`src/design/host_ctl_pkg.sv`:
```
// Constants for the dual-host control and fault report block
package host_ctl_pkg;
  localparam logic [7:0]  BUS_IDLE_0     = 8'h01; // Bus 0 in control, quiet
  localparam logic [7:0]  BUS_IDLE_1     = 8'h10; // Bus 1 in control, quiet
  localparam logic [7:0]  BUS_REJ_1      = 8'hC1; // Bus 1 spoke out of turn
  localparam logic [7:0]  BUS_REJ_0      = 8'h1C; // Bus 0 spoke out of turn
  localparam logic [7:0]  BUS_TAKE_1     = 8'h74; // Bus 1 took over
  localparam logic [7:0]  BUS_TAKE_0     = 8'h47; // Bus 0 took over
  localparam logic [3:0]  NIB_IDLE_LO    = 4'h1;  // Quiet nibble, controlling bus side
  localparam logic [15:0] WORD_CLEAR     = 16'h0000;
  localparam logic [15:0] WORD_BAD_CMD   = 16'h0002;
  localparam logic [7:0]  CML_CLEAR      = 8'h00;
  localparam logic [7:0]  CML_BAD_CMD    = 8'h80;
  localparam int          FAULT_W        = 8;     // Fault source count
  localparam int          BLINK_HALF_MS  = 250;   // Blink half period, ms
  localparam int          CLK_KHZ        = 100000;
  localparam int          BLINK_CYCLES   = BLINK_HALF_MS * CLK_KHZ;
  localparam int          BLINK_W        = 25;

  typedef enum logic [1:0] {
    MODE_ANALOG = 2'b00,
    MODE_TWO_WIRE = 2'b01,
    MODE_RS485 = 2'b10
  } comm_mode_type;
endpackage : host_ctl_pkg

```
`src/design/dual_host_control.sv`:
```
// Dual-host control arbitration, status reporting, alerts and LEDs
`timescale 1ns/100ps

// Function
// - Input LED, two-wire mode only: steady ok, blink out of limits
// - Service LED steady on overtemperature warning
// - Position addresses used only in RS485 mode
// - Bus 1 out of turn: alert 1, C1
// - Bus 0 out of turn rejected: alert 0, 1C
// - Only controlling bus changes operating state
// - Unit fault under bus 0: both alerts, word
// - Takeover: both alerts, 74 or 47
// - Clear drops own alert, and the other alert if that bus status is idle
// - Bad command bus 1: alert, 0002, 80
// - Isolation test result latched until clear
// - Output shutdown latched until clear
// - All faults latched until clear; overtemperature warning follows its pin
// - Response settings change only by command
// - Persisting fault relatches after clear
// - Operational state indications follow live state
// - No restarted-successfully bit exists
// - Alerts active low, open drain
module dual_host_control
  import host_ctl_pkg::*;
#(
  parameter int BLINK_COUNT = BLINK_CYCLES
) (
  input  wire logic                clock,          // 100 MHz clock
  input  wire logic                srst,           // Sync reset, high
  input  wire logic [1:0]          comm_mode,      // comm_mode_type
  input  wire logic [1:0]          cmd_valid,      // Command pulse per bus
  input  wire logic [1:0]          cmd_bad,        // Command is invalid
  input  wire logic [1:0]          cmd_clear,      // Clear-faults pulse
  input  wire logic [1:0]          cmd_takeover,   // Takeover request
  input  wire logic [1:0]          cmd_set_resp,   // Write response setting
  input  wire logic [7:0]          cmd_resp_data,  // Setting value, shared by both buses
  input  wire logic                cmd_on,         // Output on command value
  input  wire logic [FAULT_W-1:0]  fault_raw,      // Live fault pin levels
  input  wire logic                input_ok_raw,   // Input acceptable pin
  input  wire logic                input_pres_raw, // Input present pin
  input  wire logic                overtemp_warning_n, // Pin, low is warning
  input  wire logic [3:0]          rack_position_address, // Pin group
  input  wire logic [3:0]          cabinet_row_address,   // Pin group
  output logic                     alert_n_out_0,  // Alert 0, always low
  output logic                     alert_n_oe_0,   // Alert 0 pulls low
  output logic                     alert_n_out_1,  // Alert 1, always low
  output logic                     alert_n_oe_1,   // Alert 1 pulls low
  output logic                     in_control,     // Bus holding control
  output logic [7:0]               status_bus,     // Bus status value
  output logic [15:0]              status_word,    // Word status value
  output logic [7:0]               status_cml,     // Comm status value
  output logic [FAULT_W-1:0]       fault_latched,  // Sticky fault bits
  output logic                     fault_live,     // Any fault now
  output logic                     output_on,      // Operating state
  output logic [7:0]               resp_setting,   // Response settings
  output logic [7:0]               station_address, // Used address
  output logic                     led_input,      // Input LED
  output logic                     led_service     // Service LED
);

  typedef struct packed {
    logic [FAULT_W-1:0] flt_s1;
    logic [FAULT_W-1:0] flt_s2;
    logic               iok_s1, iok_s2, ipr_s1, ipr_s2, otw_s1, otw_s2;
    logic [7:0]         addr_s1, addr_s2;
    logic               ctl;
    logic [1:0]         alert;
    logic [3:0]         nib0, nib1;
    logic               word_evt;
    logic               cml_evt;
    logic [FAULT_W-1:0] latched;
    logic               on;
    logic [7:0]         resp;
    logic [BLINK_W-1:0] blink_cnt;
    logic               blink;
    logic               led_in, led_svc;
    logic [7:0]         addr_out;
    logic [15:0]        word;
    logic [7:0]         cml;
    logic               live;
  } state_type;

  state_type st_r;
  state_type st_nxt;

  function automatic logic [3:0] idle_nib(input logic side, input logic ctl);
    idle_nib = (side == ctl) ? NIB_IDLE_LO : 4'h0;
  endfunction : idle_nib

  always_comb begin
    st_nxt = st_r;
    st_nxt.flt_s1  = fault_raw;
    st_nxt.flt_s2  = st_r.flt_s1;
    st_nxt.iok_s1  = input_ok_raw;
    st_nxt.iok_s2  = st_r.iok_s1;
    st_nxt.ipr_s1  = input_pres_raw;
    st_nxt.ipr_s2  = st_r.ipr_s1;
    st_nxt.otw_s1  = overtemp_warning_n;
    st_nxt.otw_s2  = st_r.otw_s1;
    st_nxt.addr_s1 = {cabinet_row_address, rack_position_address};
    st_nxt.addr_s2 = st_r.addr_s1;

    // Common blink source, used by the input LED only
    if (st_r.blink_cnt >= BLINK_W'(BLINK_COUNT - 1)) begin
      st_nxt.blink_cnt = '0;
      st_nxt.blink     = ~st_r.blink;
    end else begin
      st_nxt.blink_cnt = st_r.blink_cnt + BLINK_W'(1);
    end

    // Clear first so a fresh event in the same cycle wins
    // Other alert drops only when its own bus status is idle
    if (cmd_clear[0]) begin
      st_nxt.alert[0] = 1'b0;
      st_nxt.nib0     = idle_nib(1'b0, st_r.ctl);
      if (st_r.nib1 == idle_nib(1'b1, st_r.ctl)) begin
        st_nxt.alert[1] = 1'b0;
      end
    end
    if (cmd_clear[1]) begin
      st_nxt.alert[1] = 1'b0;
      st_nxt.nib1     = idle_nib(1'b1, st_r.ctl);
      if (st_r.nib0 == idle_nib(1'b0, st_r.ctl)) begin
        st_nxt.alert[0] = 1'b0;
      end
    end
    if (|cmd_clear) begin
      // Live faults set again below
      st_nxt.latched  = '0;
      st_nxt.word_evt = 1'b0;
      st_nxt.cml_evt  = 1'b0;
    end

    // Commands from the non-controlling bus are refused
    if (cmd_valid[1] && !st_r.ctl && !cmd_takeover[1]) begin
      st_nxt.alert[1] = 1'b1;
      st_nxt.nib1     = 4'hC;
    end
    if (cmd_valid[0] && st_r.ctl && !cmd_takeover[0]) begin
      st_nxt.alert[0] = 1'b1;
      st_nxt.nib0     = 4'hC;
    end

    // Takeover: new owner nibble 7, old owner nibble 4
    if (cmd_takeover[1] && !st_r.ctl) begin
      st_nxt.ctl   = 1'b1;
      st_nxt.alert = 2'b11;
      st_nxt.nib1  = 4'h7;
      st_nxt.nib0  = 4'h4;
    end else if (cmd_takeover[0] && st_r.ctl) begin
      st_nxt.ctl   = 1'b0;
      st_nxt.alert = 2'b11;
      st_nxt.nib0  = 4'h7;
      st_nxt.nib1  = 4'h4;
    end

    // Operating state and settings only from the owner
    if (cmd_valid[st_r.ctl] && !cmd_bad[st_r.ctl]) begin
      st_nxt.on = cmd_on;
    end
    if (cmd_set_resp[st_r.ctl]) begin
      st_nxt.resp = cmd_resp_data;
    end

    // Bad command from either bus
    for (int b = 0; b < 2; b++) begin
      if (cmd_valid[b] && cmd_bad[b]) begin
        st_nxt.alert[b] = 1'b1;
        st_nxt.cml_evt  = 1'b1;
      end
    end

    // Faults latch and re-latch while still present
    // Compared after the clear so a persisting fault alerts again
    if (|(st_r.flt_s2 & ~st_nxt.latched)) begin
      st_nxt.alert = 2'b11;
    end
    st_nxt.latched = st_nxt.latched | st_r.flt_s2;

    // Input LED only in two-wire mode
    if (comm_mode_type'(comm_mode) == MODE_TWO_WIRE) begin
      st_nxt.led_in = st_r.iok_s2 | (st_r.ipr_s2 & st_r.blink);
    end else begin
      st_nxt.led_in = 1'b0;
    end
    st_nxt.led_svc = ~st_r.otw_s2;

    if (comm_mode_type'(comm_mode) == MODE_RS485) begin
      st_nxt.addr_out = st_r.addr_s2;
    end else begin
      st_nxt.addr_out = 8'h00;
    end

    // Status words built from next state so outputs stay registered
    if (st_nxt.cml_evt) begin
      st_nxt.word = WORD_BAD_CMD;
    end else if (|st_nxt.latched) begin
      st_nxt.word = {8'h00, st_nxt.latched};
    end else begin
      st_nxt.word = WORD_CLEAR;
    end
    st_nxt.cml  = st_nxt.cml_evt ? CML_BAD_CMD : CML_CLEAR;
    st_nxt.live = |st_r.flt_s2;

    if (srst) begin
      st_nxt = '0;
      st_nxt.nib0 = NIB_IDLE_LO;
    end
  end

  always_ff @(posedge clock) begin
    st_r <= st_nxt;
  end

  // Open-drain alerts: drive low only when asserted
  assign alert_n_out_0 = 1'b0;
  assign alert_n_out_1 = 1'b0;
  assign alert_n_oe_0  = st_r.alert[0];
  assign alert_n_oe_1  = st_r.alert[1];
  assign in_control    = st_r.ctl;
  assign status_bus    = {st_r.nib1, st_r.nib0};
  // No restart bit; word reports bad command first, else latched fault states
  assign status_word   = st_r.word;
  assign status_cml    = st_r.cml;
  assign fault_latched = st_r.latched;
  assign fault_live    = st_r.live;
  assign output_on     = st_r.on;
  assign resp_setting  = st_r.resp;
  assign station_address = st_r.addr_out;
  assign led_input     = st_r.led_in;
  assign led_service   = st_r.led_svc;

endmodule : dual_host_control

```
`config.mk`:
```
export PLATFORM = sky130hd
export DESIGN_NAME = dual_host_control
export DESIGN_NICKNAME = d
export VERILOG_FILES = /design/src/design/host_ctl_pkg.sv /design/src/design/dual_host_control.sv
export SDC_FILE = /design/constraint.sdc
export NUM_CORES = 1
export LEC_CHECK = 0
export ABC_CLOCK_PERIOD_IN_PS = 1500
export BUFFER_PORTS_ARGS = -buffer_cell sky130_fd_sc_hd__buf_4
export CAP_MARGIN = 20
export CELL_PAD_IN_SITES_DETAIL_PLACEMENT = 1
export CELL_PAD_IN_SITES_GLOBAL_PLACEMENT = 1
export CORE_MARGIN = 5
export CORE_UTILIZATION = 25
export DETAILED_ROUTE_END_ITERATION = 16
export PLACE_DENSITY_LB_ADDON = 0.1
export SLEW_MARGIN = 20
export SYNTH_ARGS = -nofsm -noshare
export SYNTH_HDL_FRONTEND = slang
export SYNTH_SLANG_ARGS = --single-unit
```
`constraint.sdc`:
```
create_clock -name clock -period 1.5 [get_ports clock]
set_input_delay 0.3 -clock clock [delete_from_list [all_inputs] [get_ports clock]]
set_output_delay 0.3 -clock clock [all_outputs]
set_load 0.02 [all_outputs]
```
==> results.cfg, run 1 <==
[status]
status = finished, violations left
violations = setup timing

[logic_synthesis]
yosysWarnings = 0
syn_area_per_cell_um2 = 9.54
ys_ff_latch = 112
synth.top_cell.area_share = 0.511
yosysUniqueCellTypes = 47
synth_edf_count = 0
ys_seq_area_frac = 0.511
yosysTopAreaCell = dfxtp_1
synthFlopType = dfxtp_1
syn-cell-area_um2 = 4390
syn_inst = 460
ys_top_cells_by_area = dfxtp_1, buf_4, nor2b_1, nor2_1, xor2_1
synthArstFlopShare = 0
synth.most_common_cell = dfxtp_1
synth_common_cells = dfxtp_1, buf_4, nor2_1, nor2b_1, a21oi_1

[timing]
setup_slack_ps = -55.2
hold_ws_ps = 102
fin_skew_ps = 8.32
maxSlewViolCount = 0
hold_violations = 0
min_period_ps = 1560
setup_viol = 27
grt_setup_unrepaired = true
fmax_ghz = 0.643
finalCritPeriodShare = 1.04

[global_route]
antenna_found_initial = 1
grt_max_degree = 25
grt_pass1_vias = 3491
grtUsageTotal = 0.110
overflow = 0
grt_pass1_wl_mm = 17.7

[final_layout]
areaGrowthSynthToFinish_pct = 33.7
nFillCells = 1951
drive_above_1_share = 0.403
fin_nets = 606
final_cells = 793
antennaDiodeCount = 0

[detailed_routing]
ant_nets = 0
totalWireLength_mm = 11.1
avgRoutedWirePerCell_um = 14.0
firstDrtPassIters = 4
drt_iter0_drc = 103
num_vias = 3308
viasPerCell = 4.17
drc_errors = 0

[worst_setup_path]
regToRegSetupSlack_ps = -60
slowest_delay_ps = 440
cp_data_arrival_time_ps = 1850
cp-startpoint = st_r[53]$_SDFF_PP0_
critPathKind = reg2reg
slowest_stage = a311o_2
required_ps = 1790
worstPathCellList = a21oi_1 > nor3_1 > o21a_1 > a311o_2 > buf_6 > nor2_2
crit_family = compound AO/OA/AOI/OAI gates
critPathBufInv = 1
r2r-start = st_r[53]$_SDFF_PP0_
cp_max_fo = 5
crit_path_end_kind = register
worstSetupStartpointType = register

[pwr]
p_leak_nw = 2.46
vdd_drop_max_mv = 0.596
p_seq_frac = 0.501
netSwitchingFraction = 0.263
powerDensity_nw_per_um2 = 1070
p_int_mw = 4.64
clkPwrFrac = 0.385
combPwrFrac = 0.114
p_sw_mw = 1.66

[die]
start_util = 0.255
die_area_um2 = 20300
core-area_um2 = 17200
die_y_um = 142
core.rowCount = 48
io_pins = 107
die_x_um = 142

[job]
drv_cap = 0

[clock_network]
cts_root_buf = clkbuf_16
clockBufferDepth = 2
tritoncts = yes
postCtsHoldBufs = 0
cts_sinks = 112
cts_buffers = 9
htreeDepth = 3
clock_latency_ps = 360
clkTransAtPathRegs_ps = 70

[placement]
place_congestion = 0.725
place_hpwl_mm = 8.35
io_buffer_count = 89
placedCellCount = 766

[hold_path]
hold_path_startpoint = comm_mode[1]
min-delay-path-class = in2reg
[final timing paths]
check	to	cells after the start
worst min-delay path	led_input$_SDFF_PP0_	2
worst max register to register	st_r[45]$_SDFF_PP0_	6
worst max-delay path	st_r[45]$_SDFF_PP0_	6
worst min register to register	led_service$_SDFF_PP0_	1
[per-stage QoR]
step | setup slack [ps] | cell area [um2] | power, mW | setup TNS (ps) | utilization
after floorplan | 7.14 | 4450 | 3.66 | 0 | -
after global placement | -247 | 5260 | 3.89 | -1750 | 0.305
after global routing | -141 | 5870 | 6.60 | -3460 | 0.340
after CTS | -59.1 | 5740 | 6.40 | -1180 | 0.333
final | -55.2 | 5870 | 6.30 | -1040 | 0.340
after detailed placement | -245 | 5260 | 3.90 | -3000 | 0.305
[routing by layer]
metal	wire (um)	track usage
met5	13	0
met4	227	0.0430
met3	682	0.0323
met2	5190	0.180
met1	4980	0.137
[timing repair]
action | CTS | global route
buffers inserted | 8 | 2
resized for setup | 36 | 31
endpoints found under the setup margin | 28 | 28
pin swaps | 30 | 7
gates cloned | 1 | 0
[sequential cells by signal (all words and copies together), names as in the netlist]
name / flops
status_bus: 8
alert_n_oe_0: 1
led_input: 1
output_on: 1
fault_latched: 8
station_address: 8
resp_setting: 8
status_cml: 1
in_control: 1
led_service: 1
st_r: 64
status_word: 8
alert_n_oe_1: 1
fault_live: 1
[cells in the final DEF (no fill, tap or decap), drive strengths merged, types with 2 or more instances in the layout]
cell type / n
buf: 149
dfxtp: 112
nor2: 63
nor2b: 44
a21oi: 23
nand2: 18
conb: 17
xor2: 17
inv: 15
nand3: 12
and2: 11
mux2i: 10
clkbuf: 10
nand4: 9
nor4: 8
xnor2: 7
nand2b: 4
nor3: 3
o22ai: 3
nor4b: 3
and3: 2
o211ai: 2
nor3b: 2
a21o: 2
a41oi: 2
nand3b: 2
clkinv: 2
[area by class of cell]
class | count | area [um2] | share of cell area
timing repair buffer | 149 | 1140 | 0.195
multi-input combinational | 279 | 1830 | 0.311
clock buffer | 10 | 239 | 0.0407
inverter | 12 | 45.0 | 0.00768
clock inverter | 6 | 61.3 | 0.0104
tap | 225 | 282 | 0.0480
sequential | 112 | 2270 | 0.387
[power groups by stage]
| stage | clock, mW | sequential (mW) | combinational, mW |
|---|---|---|---|
| floorplan | 0 | 3.22 | 0.443 |
| global placement | 0 | 3.21 | 0.673 |
| detailed placement | 0 | 3.22 | 0.678 |
| CTS | 2.54 | 3.15 | 0.706 |
| global route | 2.65 | 3.17 | 0.786 |
| finish | 2.43 | 3.15 | 0.719 |
[cells by family after synthesis]
| logic type | count (synthesis) | synth area share |
|---|---|---|
| and+or+nand+nor | 183 | 0.222 |
| adders and majority gates | 1 | 0.00285 |
| AOI/OAI and AO/OA | 43 | 0.0627 |
| buffers and inverters | 85 | 0.127 |
| DFF | 112 | 0.511 |
| muxes | 11 | 0.0262 |
| xor gates and xnor gates | 24 | 0.0479 |
| other | 1 | 0.000855 |
No activity file was read; power rests on OpenSTA's default activity.
==> inputs of run 2 (changes only) <==
ABC_CLOCK_PERIOD_IN_PS = 1300   (was 1500)
clock period = 1.3 ns   (was 1.5 ns; I/O delays follow)
==> run 2 against run 1 <==
Compared with the run above: the run still ends with setup timing left; utilization grew 1.5 points; clock skew grew 2.1 ps; final area grew 4.4%; die area is the same; global-route usage grew 0.19 points; first-iteration DRC count shrank 46%; sequential power grew 15%; critical path depth grew 1.
==> results.cfg, run 2 (synthesis gave the netlist of run 1 again) <==
[die]
start_util = 0.255
io_pins = 107
die_area_um2 = 20300
die_x_um = 142
die_y_um = 142
core.rowCount = 48
core-area_um2 = 17200

[timing]
maxSlewViolCount = 0
fmax_ghz = 0.674
tns_ps = -5000
hold_ws_ps = 71.8
fin_skew_ps = 10.4
min_period_ps = 1480
finalCritPeriodShare = 1.14
hold_violations = 0
grt_setup_unrepaired = true
setup_slack_ps = -185
setup_viol = 35

[status]
violations = setup timing
status = finished, violations left

[job]
drv_cap = 0

[final_layout]
fin_nets = 637
nFillCells = 1955
drive_above_1_share = 0.417
antennaDiodeCount = 0
layout.cells.most_common_list = buf_4, dfxtp_1, nor2_1
register_area_um2 = 2280
largest_reg_flops = 64
multiInputGateArea_um2 = 1800
final_area_um2 = 6130
regMostFlops = st_r
final_common_cell = buf_4
finish.utilization = 0.355
areaGrowthSynthToFinish_pct = 39.6

[worst_setup_path]
slowest_stage = dfxtp_4
cp_common_cell = nand4_1
slowest_delay_ps = 370
cp_max_fo = 5
worstPathCellList = nand4_1 > buf_6 > nor4_4 > buf_4 > nand4_1 > xor2_1 > nor3_1
critPathKind = reg2reg
worstSetupStartpointType = register
crit_path_end_kind = register
required_ps = 1570
cp_data_arrival_time_ps = 1760

[clock_network]
clkTransAtPathRegs_ps = 70
clock_latency_ps = 350
clockBufferDepth = 2
cts_sinks = 112
htreeDepth = 3
cts_buffers = 9
cts_root_buf = clkbuf_16
tritoncts = yes

[detailed_routing]
firstDrtPassIters = 4
drt_iter0_drc = 56
viasPerCell = 4.07
drc_errors = 0
ant_nets = 0
totalWireLength_mm = 11.2
num_vias = 3357
avgRoutedWirePerCell_um = 13.6

[placement]
placed_area_um2 = 5570
place_congestion = 0.733
place_hpwl_mm = 8.54
io_buffer_count = 89

[global_route]
grt_pass1_vias = 3616
overflow = 0
antenna_found_initial = 0
grt_max_degree = 38
grtUsageTotal = 0.112
grt_pass1_wl_mm = 18.1

[pwr]
powerDensity_nw_per_um2 = 1220
p_leak_nw = 2.65
vdd_drop_max_mv = 0.603

[hold_path]
min-delay-path-class = in2reg
-- run 2: cell count changes in the layout (fill, tap and decap cells not counted), moves of 3 or more --
cell | before | now
buf_4 | 143 | 172
nor2_1 | 40 | 53
nor2_2 | 21 | 9
dfxtp_4 | 1 | 5
a21oi_2 | 1 | 4
-- run 2: worst max-delay path, delay by kind of cell, from the launching register on --
| kind | cells | cell delay (ps) |
|---|---|---|
| flops | 1 | 370 |
| xor+xnor | 1 | 160 |
| simple gates | 4 | 540 |
| buf+inv | 2 | 350 |
-- run 2: path summary, 6_finish.rpt --
path	cells after the start	startpoint	slack, ps	endpoint
hold reg to reg	1	st_r[107]$_SDFF_PP0_	390	led_service$_SDFF_PP0_
setup reg to reg	7	st_r[42]$_SDFF_PP0_	-180	st_r[59]$_SDFF_PP0_
hold / removal	2	comm_mode[1]	70	led_input$_SDFF_PP0_
setup / recovery	7	st_r[42]$_SDFF_PP0_	-180	st_r[59]$_SDFF_PP0_
-- run 2: repair_timing --
action,in CTS,in global routing
hold buffers,0,0
setup buffers,7,2
pin swaps,10,8
hold endpoints to repair,0,0
resized for setup,32,16
setup endpoints to repair,35,45
-- run 2: stage by stage --
step	worst slack (ps)	power, mW	std cells
3_3_place_gp	-294	4.56	799
6_report	-185	7.45	824
5_1_grt	-287	7.81	824
4_1_cts	-221	7.58	822
3_5_place_dp	-305	4.57	799
2_1_floorplan	-95.9	4.24	476
-- run 2: where the power goes --
group / switching, mW / internal (mW) / leakage (nW)
Clock: 1.31 / 1.63 / 0.155
Combinational: 0.448 / 0.435 / 1.56
Sequential: 0.0780 / 3.56 / 0.929
-- run 2: layout make-up --
| cell class | count | share of cell area |
|---|---|---|
| Inverter | 12 | 0.00735 |
| Clock buffer | 12 | 0.0419 |
| Sequential cell | 112 | 0.372 |
| Tap cell | 225 | 0.0460 |
| Multi-Input combinational cell | 279 | 0.295 |
| Timing Repair Buffer | 180 | 0.228 |
| Clock inverter | 4 | 0.00960 |
-- run 2: per-layer routing --
metal / up-vias / global-route usage / wire [um]
li1: 1702 / - / -
met1: 1566 / 0.133 / 4850
met5: - / 0 / 0
met2: 77 / 0.194 / 5620
met4: 0 / 0.0465 / 194
met3: 12 / 0.0259 / 575
==> inputs of run 3 (changes only) <==
ABC_CLOCK_PERIOD_IN_PS = 1850   (was 1300)
CAP_MARGIN = 40   (was 20)
SETUP_SLACK_MARGIN = 0.02   (was default)
clock period = 1.85 ns   (was 1.3 ns; I/O delays follow)
==> run 3 against run 2 <==
Compared with the run above: the flow now finishes without violations; count of clock-buffer cells in the layout down 2; final cell count down 8.3%; via count down 7.5%; critical path type unchanged; first-iteration DRC count up 100%; global-route usage down 0.70 points; non-clock buffer count down 68; routed wire length down 6.7%; register-to-register slack better by 330 ps; clock skew about the same; clock power down 26%; total power down 30%; highest routed layer unchanged; die area unchanged.
==> results.cfg, run 3 (synthesis gave the netlist of run 1 again) <==
[placement]
io_buffer_count = 89
place_hpwl_mm = 7.74
placed_area_um2 = 5040
place_congestion = 0.776

[timing]
tns_ps = 0
grt_setup_unrepaired = false
maxSlewViolCount = 0
fmax_ghz = 0.587
hold_violations = 0
fin_skew_ps = 10.2
finalCritPeriodShare = 0.920
setup_viol = 0
min_period_ps = 1700

[final_layout]
final_area_um2 = 5420
largest_reg_flops = 64
drive_above_1_share = 0.266
layout.cells.most_common_list = dfxtp_1, buf_4, nor2_1
antennaDiodeCount = 0
fin_nets = 569
final_common_cell = dfxtp_1
nFillCells = 1991
regMostFlops = st_r
areaGrowthSynthToFinish_pct = 23.4

[hold_path]
holdPathStages = 2
min-delay-path-class = in2reg

[global_route]
grt_max_degree = 27
grt_pass1_wl_mm = 17.1
overflow = 0
grtUsageTotal = 0.105
antenna_found_initial = 0
grt_pass1_vias = 3355

[clock_network]
htreeDepth = 3
cts_buffers = 9
clkTransAtPathRegs_ps = 80
tritoncts = yes
clock_latency_ps = 360
clockBufferDepth = 2
cts_root_buf = clkbuf_16
cts_sinks = 112

[detailed_routing]
ant_nets = 0
avgRoutedWirePerCell_um = 13.9
viasPerCell = 4.11
drc_errors = 0
drt_iter0_drc = 112
num_vias = 3105
totalWireLength_mm = 10.5
firstDrtPassIters = 4

[worst_setup_path]
critPathKind = reg2reg
r2r_cells = 5
critPathBufInv = 1
crit_path_end_kind = register
worstPathCellList = nor4_2 > o211ai_1 > buf_4 > a31oi_1 > mux2_2
cp_max_fo = 5
crit_family = compound AO/OA/AOI/OAI gates
slowest_delay_ps = 380
worstSetupStartpointType = register
required_ps = 2100
slowest_stage = dfxtp_1
cp.depth = 5
cp_data_arrival_time_ps = 1950

[die]
io_pins = 107
start_util = 0.255
die_area_um2 = 20300
die_y_um = 142
die_x_um = 142
core.rowCount = 48
core-area_um2 = 17200

[status]
status = finished, final reports clean

[pwr]
clkPwrFrac = 0.413
p_sw_mw = 1.28
vdd_drop_max_mv = 0.462
netSwitchingFraction = 0.245
combPwrFrac = 0.098
p_seq_frac = 0.489
p_leak_nw = 2.26
p_int_mw = 3.95
powerDensity_nw_per_um2 = 966
power.total_mw = 5.23

[job]
drv_cap = 0
[run 3: repair_timing]
action | CTS | global route
resized for setup | 0 | 2
setup endpoints to repair | 0 | 22
endpoints found under the hold margin | 0 | 0
hold buffers | 0 | 0
buffers inserted | 0 | 4
[run 3: final cells by class]
class,instances,area (um2),share of cell area
Multi-Input combinational cell,279,1660,0.307
Sequential cell,112,2240,0.414
Tap cell,225,282,0.0520
Timing Repair Buffer,112,853,0.158
Clock inverter,6,101,0.0187
Inverter,12,45.0,0.00832
Clock buffer,10,229,0.0423
[run 3: per-stage QoR]
stage / cells / hold WS (ps) / util / setup slack [ps]
2_1_floorplan: 476 / 363 / - / 329
3_5_place_dp: 736 / 415 / 0.293 / 95.7
3_3_place_gp: 736 / 411 / 0.293 / 136
5_1_grt: 756 / 182 / 0.314 / 17.5
4_1_cts: 752 / 160 / 0.312 / 60.1
6_report: 756 / 178 / 0.314 / 148
[run 3: worst register-to-register path, delay by kind of cell, from the launching register on]
kind	cells	cell delay, ps
flops	1	380
compound gates	2	390
buf+inv	1	170
simple gates	1	300
mux	1	360
[run 3: worst paths after layout]
check / end / slack (ps) / startpoint
setup / recovery: st_r[35]$_SDFFE_PP0P_ / 150 / st_r[44]$_SDFF_PP0_
hold / removal: led_input$_SDFF_PP0_ / 180 / comm_mode[1]
setup reg to reg: st_r[35]$_SDFFE_PP0P_ / 150 / st_r[44]$_SDFF_PP0_
hold reg to reg: led_service$_SDFF_PP0_ / 420 / st_r[107]$_SDFF_PP0_
[run 3: routing by layer]
layer  global-route usage  up-vias  wire length, um
met3               0.0282       12              642
li1                     -     1567                -
met5                    0        -                0
met1                0.129     1446             4790
met2                0.174       80             4870
met4               0.0420        0              187
[run 3: power groups by stage]
stage	clock network, mW	registers (mW)	logic (mW)
2_1_floorplan	0	2.61	0.359
5_1_grt	2.32	2.57	0.568
6_report	2.16	2.56	0.515
3_5_place_dp	0	2.62	0.524
3_3_place_gp	0	2.61	0.521
4_1_cts	2.25	2.56	0.526
